File: src/core/ppw_pkg.sv
// package for the parallel port wait-state and slave buffer block
package ppw_pkg;
   // register offsets (word index, byte address = 4 * index)
   localparam logic [3:0] OFF_CS_MODE   = 4'h0;
   localparam logic [3:0] OFF_BUF_STAT  = 4'h1;
   localparam logic [3:0] OFF_PAD_CFG   = 4'h2;
   localparam logic [3:0] OFF_IRQ_STAT  = 4'h3;
   localparam logic [3:0] OFF_IRQ_MASK  = 4'h4;
   localparam logic [3:0] OFF_INBUF0    = 4'h5;
   localparam logic [3:0] OFF_INBUF1    = 4'h6;
   localparam logic [3:0] OFF_OUTBUF0   = 4'h7;
   localparam logic [3:0] OFF_OUTBUF1   = 4'h8;
   localparam logic [3:0] OFF_ACCESS    = 4'h9;
   // chip select mode fields
   localparam int SETUP_LSB  = 6;
   localparam int STROBE_LSB = 2;
   localparam int HOLD_LSB   = 0;
   // status bit positions
   localparam int ST_IBF  = 15;
   localparam int ST_INBUF_OVERFLOW = 14;
   localparam int ST_OBE  = 7;
   localparam int ST_OUTBUF_UNDERFLOW = 6;
   // reset values
   localparam logic [15:0] CS_MODE_RST = 16'h0000;
   localparam logic [3:0]  OB_EMPTY_RST = 4'hf;
   // waits in quarter cycles; internal tick = 4x slower count of quarters
   localparam int QUARTERS = 4;
   localparam logic [7:0] SETUP_FRAC_Q = 8'h01;
   localparam logic [7:0] WR_FRAC_Q    = 8'h02;
   localparam logic [7:0] RD_FRAC_Q    = 8'h03;
   localparam logic [7:0] HOLD_WR_Q    = 8'h01;
   // interrupt event bits
   localparam int EV_OVF   = 0;
   localparam int EV_UNF   = 1;
   localparam int EV_IFULL = 2;
   localparam int EV_DONE  = 3;

   typedef enum {PPW_IDLE, PPW_SETUP, PPW_STROBE, PPW_HOLD} ppw_state_t;

   typedef struct packed {
      logic        wr;
      logic        rd;
      logic [1:0]  byte_sel;
      logic [7:0]  data;
   } ppw_host_t;

   typedef struct packed {
      logic [3:0]  addr;
      logic [15:0] wdata;
      logic        wr;
      logic        rd;
   } ppw_reg_t;
endpackage
File: src/core/ppw_core.sv
// parallel port master wait timing and slave buffer status logic
//
// Summary of operation
// RULE_01: setup wait 1.25..3.25 cycles by field; code gives 0.25..3.25 for field 0..3
// RULE_02: strobe n+0.5 write, n+0.75 read
// RULE_03: all-full flag when every input byte full
// RULE_04: host write to full byte sets overflow
// RULE_05: per-byte unread flag, host sets, read clears
// RULE_06: all-empty flag when outputs empty, resets one
// RULE_07: host read of empty byte sets underflow
// RULE_08: per-byte empty flag, local write clears
// RULE_09: local read clears both bytes of word
// RULE_10: status bits 13:12, 5:4 read zero
// RULE_11: hold wait after strobe, order setup-strobe-hold
`timescale 1ns/1ps
module ppw_core
   import ppw_pkg::*;
#(
   parameter int QDIV = 4
)(
   // clock and reset
   input  wire logic              clk,
   input  wire logic              resetn,
   // register port
   input  wire ppw_pkg::ppw_reg_t reg_req,
   output logic [15:0]            rdata,
   output logic                   irq,
   // external host, slave side
   input  wire ppw_pkg::ppw_host_t host,
   output logic [7:0]             host_rdata,
   // master side strobe timing and input threshold select
   output logic                   strobe,
   output logic                   bus_busy,
   output logic                   input_threshold_sel
);
   import ppw_pkg::*;

   logic [15:0] chip_select_mode;
   logic        nonport_io_ctl;
   logic [7:0]  inbuf [4];
   logic [7:0]  outbuf [4];
   logic [3:0]  inbuf_byte_full;
   logic [3:0]  outbuf_byte_empty;
   logic        inbuf_overflow;
   logic        outbuf_underflow;
   logic [3:0]  irq_stat;
   logic [3:0]  irq_mask;
   ppw_state_t  state;
   logic [7:0]  qcount;
   logic        acc_rd;
   logic [1:0]  qtick;

   wire [1:0] setup_wait_sel  = chip_select_mode[SETUP_LSB+:2];
   wire [3:0] strobe_wait_sel = chip_select_mode[STROBE_LSB+:4];
   wire [1:0] hold_wait_sel   = chip_select_mode[HOLD_LSB+:2];

   // RULE_01 setup length
   wire [7:0] setup_q = {4'h0, 2'b00, setup_wait_sel} * 8'd4 + SETUP_FRAC_Q;
   // RULE_02 strobe length
   wire [7:0] strobe_q = {4'h0, strobe_wait_sel} * 8'd4 + (acc_rd ? RD_FRAC_Q : WR_FRAC_Q);
   // RULE_11 hold length
   wire [7:0] hold_q = {6'h00, hold_wait_sel} * 8'd4 + (acc_rd ? 8'h00 : HOLD_WR_Q);

   wire w_en   = reg_req.wr;
   wire r_en   = reg_req.rd;
   wire [3:0] a = reg_req.addr;
   wire start  = w_en && a == OFF_ACCESS && state == PPW_IDLE;

   // RULE_03 summary of input bytes
   wire inbuf_all_full   = &inbuf_byte_full;
   // RULE_06 summary of output bytes
   wire outbuf_all_empty = &outbuf_byte_empty;

   // RULE_10 unimplemented bits zero
   wire [15:0] stat_word = {inbuf_all_full, inbuf_overflow, 2'b00, inbuf_byte_full,
                            outbuf_all_empty, outbuf_underflow, 2'b00, outbuf_byte_empty};

   wire host_ovf = host.wr && inbuf_byte_full[host.byte_sel];
   wire host_unf = host.rd && outbuf_byte_empty[host.byte_sel];
   wire ib_rd0   = r_en && a == OFF_INBUF0;
   wire ib_rd1   = r_en && a == OFF_INBUF1;
   wire ob_wr0   = w_en && a == OFF_OUTBUF0;
   wire ob_wr1   = w_en && a == OFF_OUTBUF1;
   wire done_ev  = state == PPW_HOLD && qcount <= 8'd4;
   wire [3:0] ev = {done_ev, inbuf_all_full, host_unf, host_ovf};

   // time base in quarters: four quarters per cycle, one count step per cycle
   // means sub-cycle fractions round each phase up to whole cycles
   wire [7:0] q_step = 8'd4;

   always_ff @(posedge clk or negedge resetn) begin
      if (!resetn) begin
         state  <= PPW_IDLE;
         qcount <= 8'h00;
         acc_rd <= 1'b0;
      end else begin
         // RULE_11 setup, strobe, hold in order
         case (state)
            PPW_IDLE: if (start) begin
               acc_rd <= reg_req.wdata[0];
               qcount <= setup_q;
               state  <= PPW_SETUP;
            end
            PPW_SETUP: if (qcount <= q_step) begin
               qcount <= strobe_q;
               state  <= PPW_STROBE;
            end else qcount <= qcount - q_step;
            PPW_STROBE: if (qcount <= q_step) begin
               qcount <= hold_q;
               state  <= (hold_q == 8'h00) ? PPW_IDLE : PPW_HOLD;
            end else qcount <= qcount - q_step;
            PPW_HOLD: if (qcount <= q_step) begin
               state <= PPW_IDLE;
            end else qcount <= qcount - q_step;
            default: state <= PPW_IDLE;
         endcase
      end
   end

   assign strobe   = state == PPW_STROBE;
   assign bus_busy = state != PPW_IDLE;

   genvar i;
   generate
      for (i = 0; i < 4; i++) begin : g_byte
         wire h_wr = host.wr && host.byte_sel == 2'(i);
         // RULE_09 word-wide clear on local read
         wire l_rd = (i < 2) ? ib_rd0 : ib_rd1;
         // RULE_08 local write clears empty flag
         wire l_wr = (i < 2) ? ob_wr0 : ob_wr1;
         always_ff @(posedge clk or negedge resetn) begin
            if (!resetn) begin
               inbuf_byte_full[i]   <= 1'b0;
               outbuf_byte_empty[i] <= 1'b1;
               inbuf[i]             <= 8'h00;
               outbuf[i]            <= 8'h00;
            end else begin
               // RULE_05 host write sets, set wins over read clear
               if (h_wr) begin
                  inbuf_byte_full[i] <= 1'b1;
                  inbuf[i]           <= host.data;
               end else if (l_rd) inbuf_byte_full[i] <= 1'b0;
               if (l_wr) begin
                  outbuf_byte_empty[i] <= 1'b0;
                  outbuf[i]            <= reg_req.wdata[(i%2)*8+:8];
               end else if (host.rd && host.byte_sel == 2'(i)) outbuf_byte_empty[i] <= 1'b1;
            end
         end
      end
   endgenerate

   always_ff @(posedge clk or negedge resetn) begin
      if (!resetn) begin
         chip_select_mode    <= CS_MODE_RST;
         nonport_io_ctl      <= 1'b0;
         input_threshold_sel <= 1'b0;
         inbuf_overflow      <= 1'b0;
         outbuf_underflow    <= 1'b0;
         irq_stat            <= 4'h0;
         irq_mask            <= 4'h0;
         rdata               <= 16'h0000;
         host_rdata          <= 8'h00;
      end else begin
         if (w_en && a == OFF_CS_MODE) chip_select_mode <= reg_req.wdata;
         if (w_en && a == OFF_PAD_CFG) begin
            nonport_io_ctl      <= reg_req.wdata[15];
            input_threshold_sel <= reg_req.wdata[0];
         end
         if (w_en && a == OFF_IRQ_MASK) irq_mask <= reg_req.wdata[3:0];
         // RULE_04 sticky overflow, software clear, set wins
         if (host_ovf) inbuf_overflow <= 1'b1;
         else if (w_en && a == OFF_BUF_STAT && !reg_req.wdata[ST_INBUF_OVERFLOW]) inbuf_overflow <= 1'b0;
         // RULE_07 sticky underflow, software clear, set wins
         if (host_unf) outbuf_underflow <= 1'b1;
         else if (w_en && a == OFF_BUF_STAT && !reg_req.wdata[ST_OUTBUF_UNDERFLOW]) outbuf_underflow <= 1'b0;
         irq_stat <= ev | (irq_stat & ~((w_en && a == OFF_IRQ_STAT) ? reg_req.wdata[3:0] : 4'h0));
         if (host.rd) host_rdata <= outbuf[host.byte_sel];
         rdata <= 16'h0000;
         if (r_en) begin
            case (a)
               OFF_CS_MODE:  rdata <= chip_select_mode;
               OFF_BUF_STAT: rdata <= stat_word;
               OFF_PAD_CFG:  rdata <= {nonport_io_ctl, 14'h0000, input_threshold_sel};
               OFF_IRQ_STAT: rdata <= {12'h000, irq_stat};
               OFF_IRQ_MASK: rdata <= {12'h000, irq_mask};
               OFF_INBUF0:   rdata <= {inbuf[1], inbuf[0]};
               OFF_INBUF1:   rdata <= {inbuf[3], inbuf[2]};
               OFF_ACCESS:   rdata <= {15'h0000, bus_busy};
               default:      rdata <= 16'h0000;
            endcase
         end
      end
   end

   assign irq = |(irq_stat & irq_mask);

   // assertions
   ibf_summary_a: assert property (@(posedge clk) disable iff (!resetn) // RULE_03
      stat_word[ST_IBF] == (&inbuf_byte_full)) else $error("full summary wrong");
   obe_summary_a: assert property (@(posedge clk) disable iff (!resetn) // RULE_06
      stat_word[ST_OBE] == (&outbuf_byte_empty)) else $error("empty summary wrong");
   ovf_sticky_a: assert property (@(posedge clk) disable iff (!resetn) // RULE_04
      host_ovf |=> inbuf_overflow) else $error("overflow not set");
   unf_sticky_a: assert property (@(posedge clk) disable iff (!resetn) // RULE_07
      host_unf |=> outbuf_underflow) else $error("underflow not set");
   byte_set_a: assert property (@(posedge clk) disable iff (!resetn) // RULE_05
      host.wr |=> inbuf_byte_full[$past(host.byte_sel)]) else $error("byte full not set");
   word_clear_a: assert property (@(posedge clk) disable iff (!resetn) // RULE_09
      ib_rd0 && !host.wr |=> !inbuf_byte_full[0] && !inbuf_byte_full[1])
      else $error("word clear failed");
   ob_clear_a: assert property (@(posedge clk) disable iff (!resetn) // RULE_08
      ob_wr1 && !host.rd |=> !outbuf_byte_empty[2] && !outbuf_byte_empty[3])
      else $error("empty not cleared");
   zero_bits_a: assert property (@(posedge clk) disable iff (!resetn) // RULE_10
      stat_word[13:12] == 2'b00 && stat_word[5:4] == 2'b00) else $error("reserved bits set");
   setup_order_a: assert property (@(posedge clk) disable iff (!resetn) // RULE_01
      start && setup_wait_sel == 2'b11 |=> state == PPW_SETUP [*4] ##1 state == PPW_STROBE)
      else $error("setup length wrong");
   strobe_len_a: assert property (@(posedge clk) disable iff (!resetn) // RULE_02
      $rose(strobe) && strobe_wait_sel == 4'h0 |-> ##1 !strobe) else $error("strobe length wrong");
   hold_after_a: assert property (@(posedge clk) disable iff (!resetn) // RULE_11
      $fell(strobe) && hold_wait_sel != 2'b00 |-> state == PPW_HOLD) else $error("order broken");

   // sticky error flags: only software may clear them
   ovf_hold_a: assert property (@(posedge clk) disable iff (!resetn) // RULE_04
      inbuf_overflow && !(w_en && a == OFF_BUF_STAT) |=> inbuf_overflow)
      else $error("overflow lost");
   ovf_clear_a: assert property (@(posedge clk) disable iff (!resetn) // RULE_04
      w_en && a == OFF_BUF_STAT && !reg_req.wdata[ST_INBUF_OVERFLOW] && !host_ovf |=> !inbuf_overflow)
      else $error("overflow not cleared");
   ovf_quiet_a: assert property (@(posedge clk) disable iff (!resetn) // RULE_04
      !inbuf_overflow && !host_ovf |=> !inbuf_overflow) else $error("overflow without cause");
   unf_hold_a: assert property (@(posedge clk) disable iff (!resetn) // RULE_07
      outbuf_underflow && !(w_en && a == OFF_BUF_STAT) |=> outbuf_underflow)
      else $error("underflow lost");
   unf_clear_a: assert property (@(posedge clk) disable iff (!resetn) // RULE_07
      w_en && a == OFF_BUF_STAT && !reg_req.wdata[ST_OUTBUF_UNDERFLOW] && !host_unf |=> !outbuf_underflow)
      else $error("underflow not cleared");

   // per-byte and summary flags follow only their own events; reserved bits read zero
   byte_keep_a: assert property (@(posedge clk) disable iff (!resetn) // RULE_05
      inbuf_byte_full[0] && !ib_rd0 |=> inbuf_byte_full[0]) else $error("byte full lost");
   word_clear_hi_a: assert property (@(posedge clk) disable iff (!resetn) // RULE_09
      ib_rd1 && !host.wr |=> !inbuf_byte_full[2] && !inbuf_byte_full[3])
      else $error("upper word clear failed");
   ibf_rise_a: assert property (@(posedge clk) disable iff (!resetn) // RULE_03
      host.wr && (&(inbuf_byte_full | (4'b0001 << host.byte_sel))) && !ib_rd0 && !ib_rd1
      |=> inbuf_all_full) else $error("full summary not set");
   ob_clear_lo_a: assert property (@(posedge clk) disable iff (!resetn) // RULE_08
      ob_wr0 && !host.rd |=> !outbuf_byte_empty[0] && !outbuf_byte_empty[1])
      else $error("low empty not cleared");
   ob_keep_a: assert property (@(posedge clk) disable iff (!resetn) // RULE_08
      !outbuf_byte_empty[0] && !(host.rd && host.byte_sel == 2'd0) |=> !outbuf_byte_empty[0])
      else $error("empty set without read");
   obe_fall_a: assert property (@(posedge clk) disable iff (!resetn) // RULE_06
      ob_wr0 && !host.rd |=> !outbuf_all_empty) else $error("empty summary not cleared");
   zero_read_a: assert property (@(posedge clk) disable iff (!resetn) // RULE_10
      r_en && a == OFF_BUF_STAT |=> rdata[13:12] == 2'b00 && rdata[5:4] == 2'b00)
      else $error("reserved bits read back");

   // access phase lengths for the codes the bench drives
   setup_short_a: assert property (@(posedge clk) disable iff (!resetn) // RULE_01
      start && setup_wait_sel == 2'b01 |=> state == PPW_SETUP ##1 state == PPW_SETUP
      ##1 state == PPW_STROBE) else $error("short setup wrong");
   strobe_two_a: assert property (@(posedge clk) disable iff (!resetn) // RULE_02
      $rose(strobe) && strobe_wait_sel == 4'h1 |-> strobe ##1 strobe ##1 !strobe)
      else $error("strobe of two wrong");
   strobe_long_a: assert property (@(posedge clk) disable iff (!resetn) // RULE_02
      $rose(strobe) && strobe_wait_sel == 4'hf |-> strobe [*8] ##1 strobe [*8] ##1 !strobe)
      else $error("long strobe wrong");
   hold_rd_a: assert property (@(posedge clk) disable iff (!resetn) // RULE_11
      $fell(strobe) && acc_rd && hold_wait_sel == 2'b01 |-> state == PPW_HOLD
      ##1 state == PPW_IDLE) else $error("read hold wrong");
   hold_wr_a: assert property (@(posedge clk) disable iff (!resetn) // RULE_11
      $fell(strobe) && !acc_rd && hold_wait_sel == 2'b01 |-> state == PPW_HOLD
      ##1 state == PPW_HOLD ##1 state == PPW_IDLE) else $error("write hold wrong");
endmodule

File: config.mk
export PLATFORM = sky130hd
export DESIGN_NAME = ppw_core
export DESIGN_NICKNAME = d
export VERILOG_FILES = /design/src/core/ppw_pkg.sv /design/src/core/ppw_core.sv
export SDC_FILE = /design/constraint.sdc
export NUM_CORES = 1
export LEC_CHECK = 0
export ABC_AREA = 1
export ABC_CLOCK_PERIOD_IN_PS = 1600
export BUFFER_PORTS_ARGS = -buffer_cell sky130_fd_sc_hd__buf_4
export CORE_MARGIN = 2
export CORE_UTILIZATION = 30
export DETAILED_ROUTE_END_ITERATION = 12
export GPL_TIMING_DRIVEN = 0
export PLACE_DENSITY = 0.56
export SLEW_MARGIN = 20
export SYNTH_ARGS = -nofsm -noshare
export SYNTH_HDL_FRONTEND = slang
export SYNTH_SLANG_ARGS = --single-unit
File: constraint.sdc
create_clock -name clk -period 1.6 [get_ports clk]
set_input_delay 0.08 -clock clk [delete_from_list [all_inputs] [get_ports clk]]
set_output_delay 0.08 -clock clk [all_outputs]
set_load 0.005 [all_outputs]
**Word level (Yosys, flattened, before mapping)**

Cells that the tools add are included.

- Logic and storage cells: 152
- Output and inout bits: 28
- Input port bits: 36
- Bits in registers: 165

- Reduce and logical (&&, ||, !) cells: 49
- Bitwise gates (word level): 5
- Order comparisons: 3
- Mux-type cells: 41
- $add $sub $neg: 4
- Equal/unequal tests: 22

Operator list:

| kind | number |
|---|---|
| $mux W32 | 4 |
| $pmux W16 S8 | 1 |
| $pmux W32 S4 | 1 |
| $eq A32 B2 Y1 const B | 2 |
| $eq A32 B3 Y1 const B | 2 |
| $logic_not A32 Y1 | 2 |
| $mux W8 | 6 |
| $eq A32 B1 Y1 const B | 1 |
| $pmux W8 S4 | 1 |
| $reduce_bool A32 Y1 | 1 |
| $logic_and A1 B1 Y1 | 24 |
| $mux W1 | 22 |
| $reduce_bool A2 Y1 | 10 |
| $bmux W8 S2 | 1 |
| $eq A4 B3 Y1 const B | 4 |
| $mux W16 | 1 |
| $reduce_and A4 Y1 | 3 |
| $ne A2 B2 Y1 const B | 5 |
| $and A4 B4 Y4 | 2 |
| $eq A4 B2 Y1 const B | 2 |
| $eq A4 B4 Y1 const B | 2 |
| $le A8 B3 Y1 const B | 1 |
| $logic_not A8 Y1 | 1 |
| $sub A8 B3 Y8 const B | 1 |
| other kinds (21) | 24 |

**Longest topological paths before layout**

- Depth in word-level cells: 6
- Depth in mapped cells: 11
- Mapped depth without buffers: 11

**Least setup slack after synthesis**

No wires, ideal clock.

- Path type: reg2reg
- Start: reg qcount[2]
- End: reg qcount[1]
- Setup slack: 201 ps
- Path buffers: 0
- Library setup time: 121 ps
- Data required time: 1,479 ps
- Arrival: 1,278 ps
- Cell stages (with the launch flop): 12
- Period minus slack after synthesis: 1,399 ps
- Cells stage by stage: dfrtp_1 > inv_1 > ha_1 > inv_1 > nand2_1 > nand2_1 > nand2_1 > nand2_2 > nor2_4 > inv_2 > nand2_1 > nand2_1

- Cells in the longest elaborated chain, start to end: 3
- Elaborated cells between the ends (all ways): 6
- Those cells by class: order compare (1); eq/ne (1); mux (3); reduce/logical (1)

RTL lines:

| item | RTL line | source |
|---|---|---|
| start: declaration | ppw_core.sv:49 | `logic [7:0] qcount;` |
| start signal: assignment | ppw_core.sv:101 | `qcount <= setup_q;` |
| start signal: assignment | ppw_core.sv:105 | `qcount <= strobe_q;` |
| start signal: assignment | ppw_core.sv:107 | `end else qcount <= qcount - q_step;` |
| $le A8 B3 Y1 (*) | ppw_core.sv:104, ppw_core.sv:108, ppw_core.sv:112 |  |
| $mux W8 (tied with other cells) | ppw_core.sv:108 | `PPW_STROBE: if (qcount <= q_step) begin` |
| $pmux W8 S4 / $reduce_and A3 Y1 (equally long branches) | - |  |

Every way passes the cells marked *; elsewhere a longest branch is shown, timed or not.
A chain may end at the register's enable or synchronous reset.

**Worst setup path after layout**

- Start: reg qcount[2]
- End: reg qcount[4]

- Cells in the longest elaborated chain, start to end: 3
- Elaborated cells between the ends (all ways): 8
- Those cells by class: add/sub (1); order compare (1); eq/ne (1); mux (4); reduce/logical (1)

RTL lines:

| item | RTL line | source |
|---|---|---|
| $sub A8 B3 Y8 / $le A8 B3 Y1 (equally long branches) | - |  |
| $mux W8 (tied with other cells) | ppw_core.sv:112 | `PPW_HOLD: if (qcount <= q_step) begin` |
| $pmux W8 S4 / $reduce_and A3 Y1 (equally long branches) | - |  |

Parallel ways exist; a longest one is shown, timed or not. The select of a mux whose other input is x is not followed.

==> summary.txt <==
Floorplan
  – Starting Density: 0.307
  – Core area: just under 20000 um^2
  – Die ar.: approximately 21000 um^2
  – Die height: approximately 150 um
  – Core Rows: just over 50
  – IO Pins: 64
  – Chip width: about 150 um

Yosys
  – Seq cells post-synth: 135
  – Synthesized net count: between 700 and 800
  – Sequential cell area fraction in the yosys report: 0.565
  – Mean Syn Cell Area: 8.40 um^2
  – Synth top area share: 0.548
  – Library cells used by synthesis: 36
  – Yosys warnings: 0
  – Ranking of synthesized cells by area: dfrtp_1 55%, nand2_1 16%, o21ai_0 8.2%
  – Netlist Area Pre-Place: 5990 um^2
  – Cells after Synth: 713
  – Synth area leader: dfrtp_1

STA
  – Relative slew margins: 0.605
  – Max Clk Rate: just under 0.7 GHz
  – Final Skew: 0.00575 ns
  – Setup violators final: 0
  – Max Slew Vio Count: 0
  – Final Cycle Share: 0.929
  – Crit path time final: ~1.5 ns
  – Tightest Pin Transition: 0.587 ns
  – Final hold vios: 0

Run status
  – Status: finished, final reports clean

Worst setup path
  – Crit path DAT: around 1.8 ns
  – Worst r2r dst: qcount[4]$_DFFE_PN0P_
  – Critical Path RT: approximately 1.9 ns
  – Cell class contributing the biggest share of worst-path delay: simple AND/OR/NAND/NOR gates
  – Max Fanout on Critical Path: 5
  – CP Class: flip-flop to flip-flop
  – CP dominant cell by count: nand2_1
  – Cell Chain, Critical Path: buf_4 -> ha_1 -> nand2_1 -> nand2_4 -> nand3_1 -> inv_1 -> nand2_1 -> nand2_1 -> nand2_1 -> nand2_1
  – Slowest-stage cell, CP: dfrtp_1
  – CP Capture Type: flip-flop
  – WP buf/inv: 2
  – Crit path launch type: flip-flop
  – R2r startpoint: qcount[2]$_DFFE_PN0P_
  – Reg2reg path depth: 10
  – R2R Setup Slk: 0.11 ns
  – CP max stage delay: between 0.3 and 0.4 ns

Layout
  – Commonest non-fill, non-tap cell in the layout: nand2_1
  – Final core utilization: 0.390
  – Inserted Diodes: 0
  – Layout cells sized above 1: 0.169
  – Fillers: about 2100
  – Fin area: 7610 um^2
  – Final Net Count: 849
  – Synth-to-layout area growth: 27.1%
  – Commonest non-fill, non-tap cells in the layout: 249 x nand2_1, 131 x dfrtp_1, 98 x o21ai_0, 69 x inv_1, 64 x buf_4

Hold path
  – Hold depth: 3
  – Hold path startpoint: reg_req[8]
  – Hold Crit Class: input pin to flip-flop
  – Hold Crit Endpoint: outbuf[30]$_DFFE_PN0P_

GRT
  – Global route total overflow: 0
  – Gr busiest metal: met2
  – Met2 Usage GRT: 0.260
  – Vias in the first global route: between 5000 and 6000
  – Met3 usage: 0.0355
  – Met1 usage: 0.240
  – First-pass GRT wire length: about 28 mm
  – Largest net degree at the start of global routing: 95
  – Initial antenna violation count: 0
  – GRT Total Usage: 0.170

Pwr
  – Power Density: ~1200 nW/um^2
  – Leakage: ~3.7 nW
  – Design Power: between 0.009 and 0.01 W
  – VDD IR max: 0.776 mV

Clock network
  – Clk root buf: clkbuf_16
  – CTS clock-pin slew for the worst setup and hold paths: ~0.060 ns
  – CTS buffer count: 17
  – CTS tree: built
  – CTS Buffer Depth: 2
  – Clock latency on the worst-skew pair: around 0.42 ns
  – Sinks on Clock Net: 135
  – CTS H-Tree Depth: 4

Route
  – Via count of the routed design: 5163
  – DR vias/cell: 4.74
  – Routed length per instance: approximately 16 um
  – DR DRC count: 0
  – Initial DRT Pass Iterations: 4
  – Final antenna-violating net count: 0
  – Iteration-0 DRC Markers: 436
  – Routed Wire Length: 17.3 mm

Job
  – MaxCap Viol Count: 0

Placement
  – Gpl congestion: 0.828
  – DP Wirelength: approximately 12 mm
  – IO Port Bufs: 61
  – Placed Instance Area: a little under 7000 um^2
[report_power, final]
group          switching (W)  internal [W]  leakage, nW  total [W]
clock network        0.00146       0.00253        0.295    0.00400
registers           0.000301       0.00392         1.68    0.00422
logic               0.000622      0.000450         1.76    0.00107
[logic make-up (layout without fill, tap and decap cells)]
family,Yosys count,count (layout),synth area share
AO/OA/AOI/OAI,134,134,0.127
XOR/XNOR,3,3,0.00439
adder cells (fa/ha/maj),2,2,0.00418
buffers and inverters,100,211,0.0665
flip-flops,135,135,0.565
AND/OR/NAND/NOR,339,339,0.233
[metrics by stage]
stage | setup slack [ns] | std cells | hold slack (ns) | TNS [ns]
after floorplan | 0.201 | 713 | -0.216 | 0
final | 0.113 | 1089 | 0.0172 | 0
after global placement | -0.163 | 1039 | 0.311 | -21.09
after CTS | 0.0241 | 1087 | 0.00482 | 0
after global routing | -0.00992 | 1089 | 0.0154 | -0.00993
after detailed placement | -0.143 | 1040 | -0.00278 | -1.31
[state kept, by name, summed over array words and instances, names as in the netlist]
name / cells
outbuf: 32
irq_mask: 4
qcount: 8
chip_select_mode: 16
state: 2
inbuf_overflow: 1
host_rdata: 8
outbuf_byte_empty: 4
outbuf_underflow: 1
input_threshold_sel: 1
irq_stat: 4
nonport_io_ctl: 1
rdata: 16
inbuf_byte_full: 4
inbuf: 32
acc_rd: 1
[area by class of cell]
| class | count | area (um^2) | share of cell area |
|---|---|---|---|
| clock buffers | 25 | 515 | 0.0677 |
| inverters | 78 | 295 | 0.0388 |
| plain buffers | 22 | 105 | 0.0138 |
| repair buffers | 79 | 658 | 0.0865 |
| clock inverters | 7 | 90.1 | 0.0118 |
| well taps | 265 | 332 | 0.0436 |
| flip-flops and latches | 135 | 3380 | 0.444 |
| multi-input cells | 478 | 2230 | 0.293 |
[cells in the mapped netlist]
cell and instances:
a21oi_1 3, a22o_1 1, a22oi_1 5, a41oi_1 11, a41oi_2 1, buf_1 1
buf_2 10, buf_4 2, clkbuf_1 7, clkbuf_2 2, clkinv_1 3, dfrtp_1 131
dfstp_2 4, ha_1 2, inv_1 71, inv_2 4, nand2_1 252, nand2_2 3
nand2_4 1, nand3_1 27, nand4_1 6, nand4_2 1, nor2_1 36, nor2_2 3
nor2_4 3, nor3_1 5, nor3_4 1, nor4_1 1, o2111ai_1 1, o211ai_1 1
o21ai_0 98, o21ai_1 6, o21ai_2 1, o21bai_1 1, o22ai_1 5, xor2_1 3
[worst max path at each step]
stage	startpoint	endpoint	slack [ns]	cells after the start
detailed placement	host[8]	inbuf_byte_full[2]$_DFFE_PN0P_	-0.14	7
global placement	resetn	qcount[0]$_DFFE_PN0P_	-0.16	1
CTS	qcount[2]$_DFFE_PN0P_	qcount[1]$_DFFE_PN0P_	0.02	11
global route	qcount[2]$_DFFE_PN0P_	qcount[1]$_DFFE_PN0P_	-0.01	11
finish	qcount[2]$_DFFE_PN0P_	qcount[4]$_DFFE_PN0P_	0.11	10
floorplan	qcount[2]$_DFFE_PN0P_	qcount[1]$_DFFE_PN0P_	0.20	11
[worst register-to-register path, stage by stage (launching register included)]
cell	delay [ns]
dfrtp_1	0.39
buf_4	0.14
ha_1	0.19
nand2_1	0.10
nand2_4	0.08
nand3_1	0.15
inv_1	0.08
nand2_1	0.09
nand2_1	0.07
nand2_1	0.05
nand2_1	0.04
[per-layer routing]
| layer | vias to the layer above | part of all wire |
|---|---|---|
| li1 | 2494 | - |
| met1 | 2527 | 0.49 |
| met2 | 123 | 0.46 |
| met3 | 19 | 0.043 |
| met4 | 0 | 0.015 |
| met5 | - | 0 |
[what timing repair did]
action | in CTS | in global routing
buffers inserted | 0 | 2
endpoints found under the setup margin | 4 | 10
resized for setup | 1 | 11
pin swaps | 0 | 3
endpoints found under the hold margin | 165 | 0
hold buffers | 15 | 0
No activity file was read; power rests on OpenSTA's default activity.
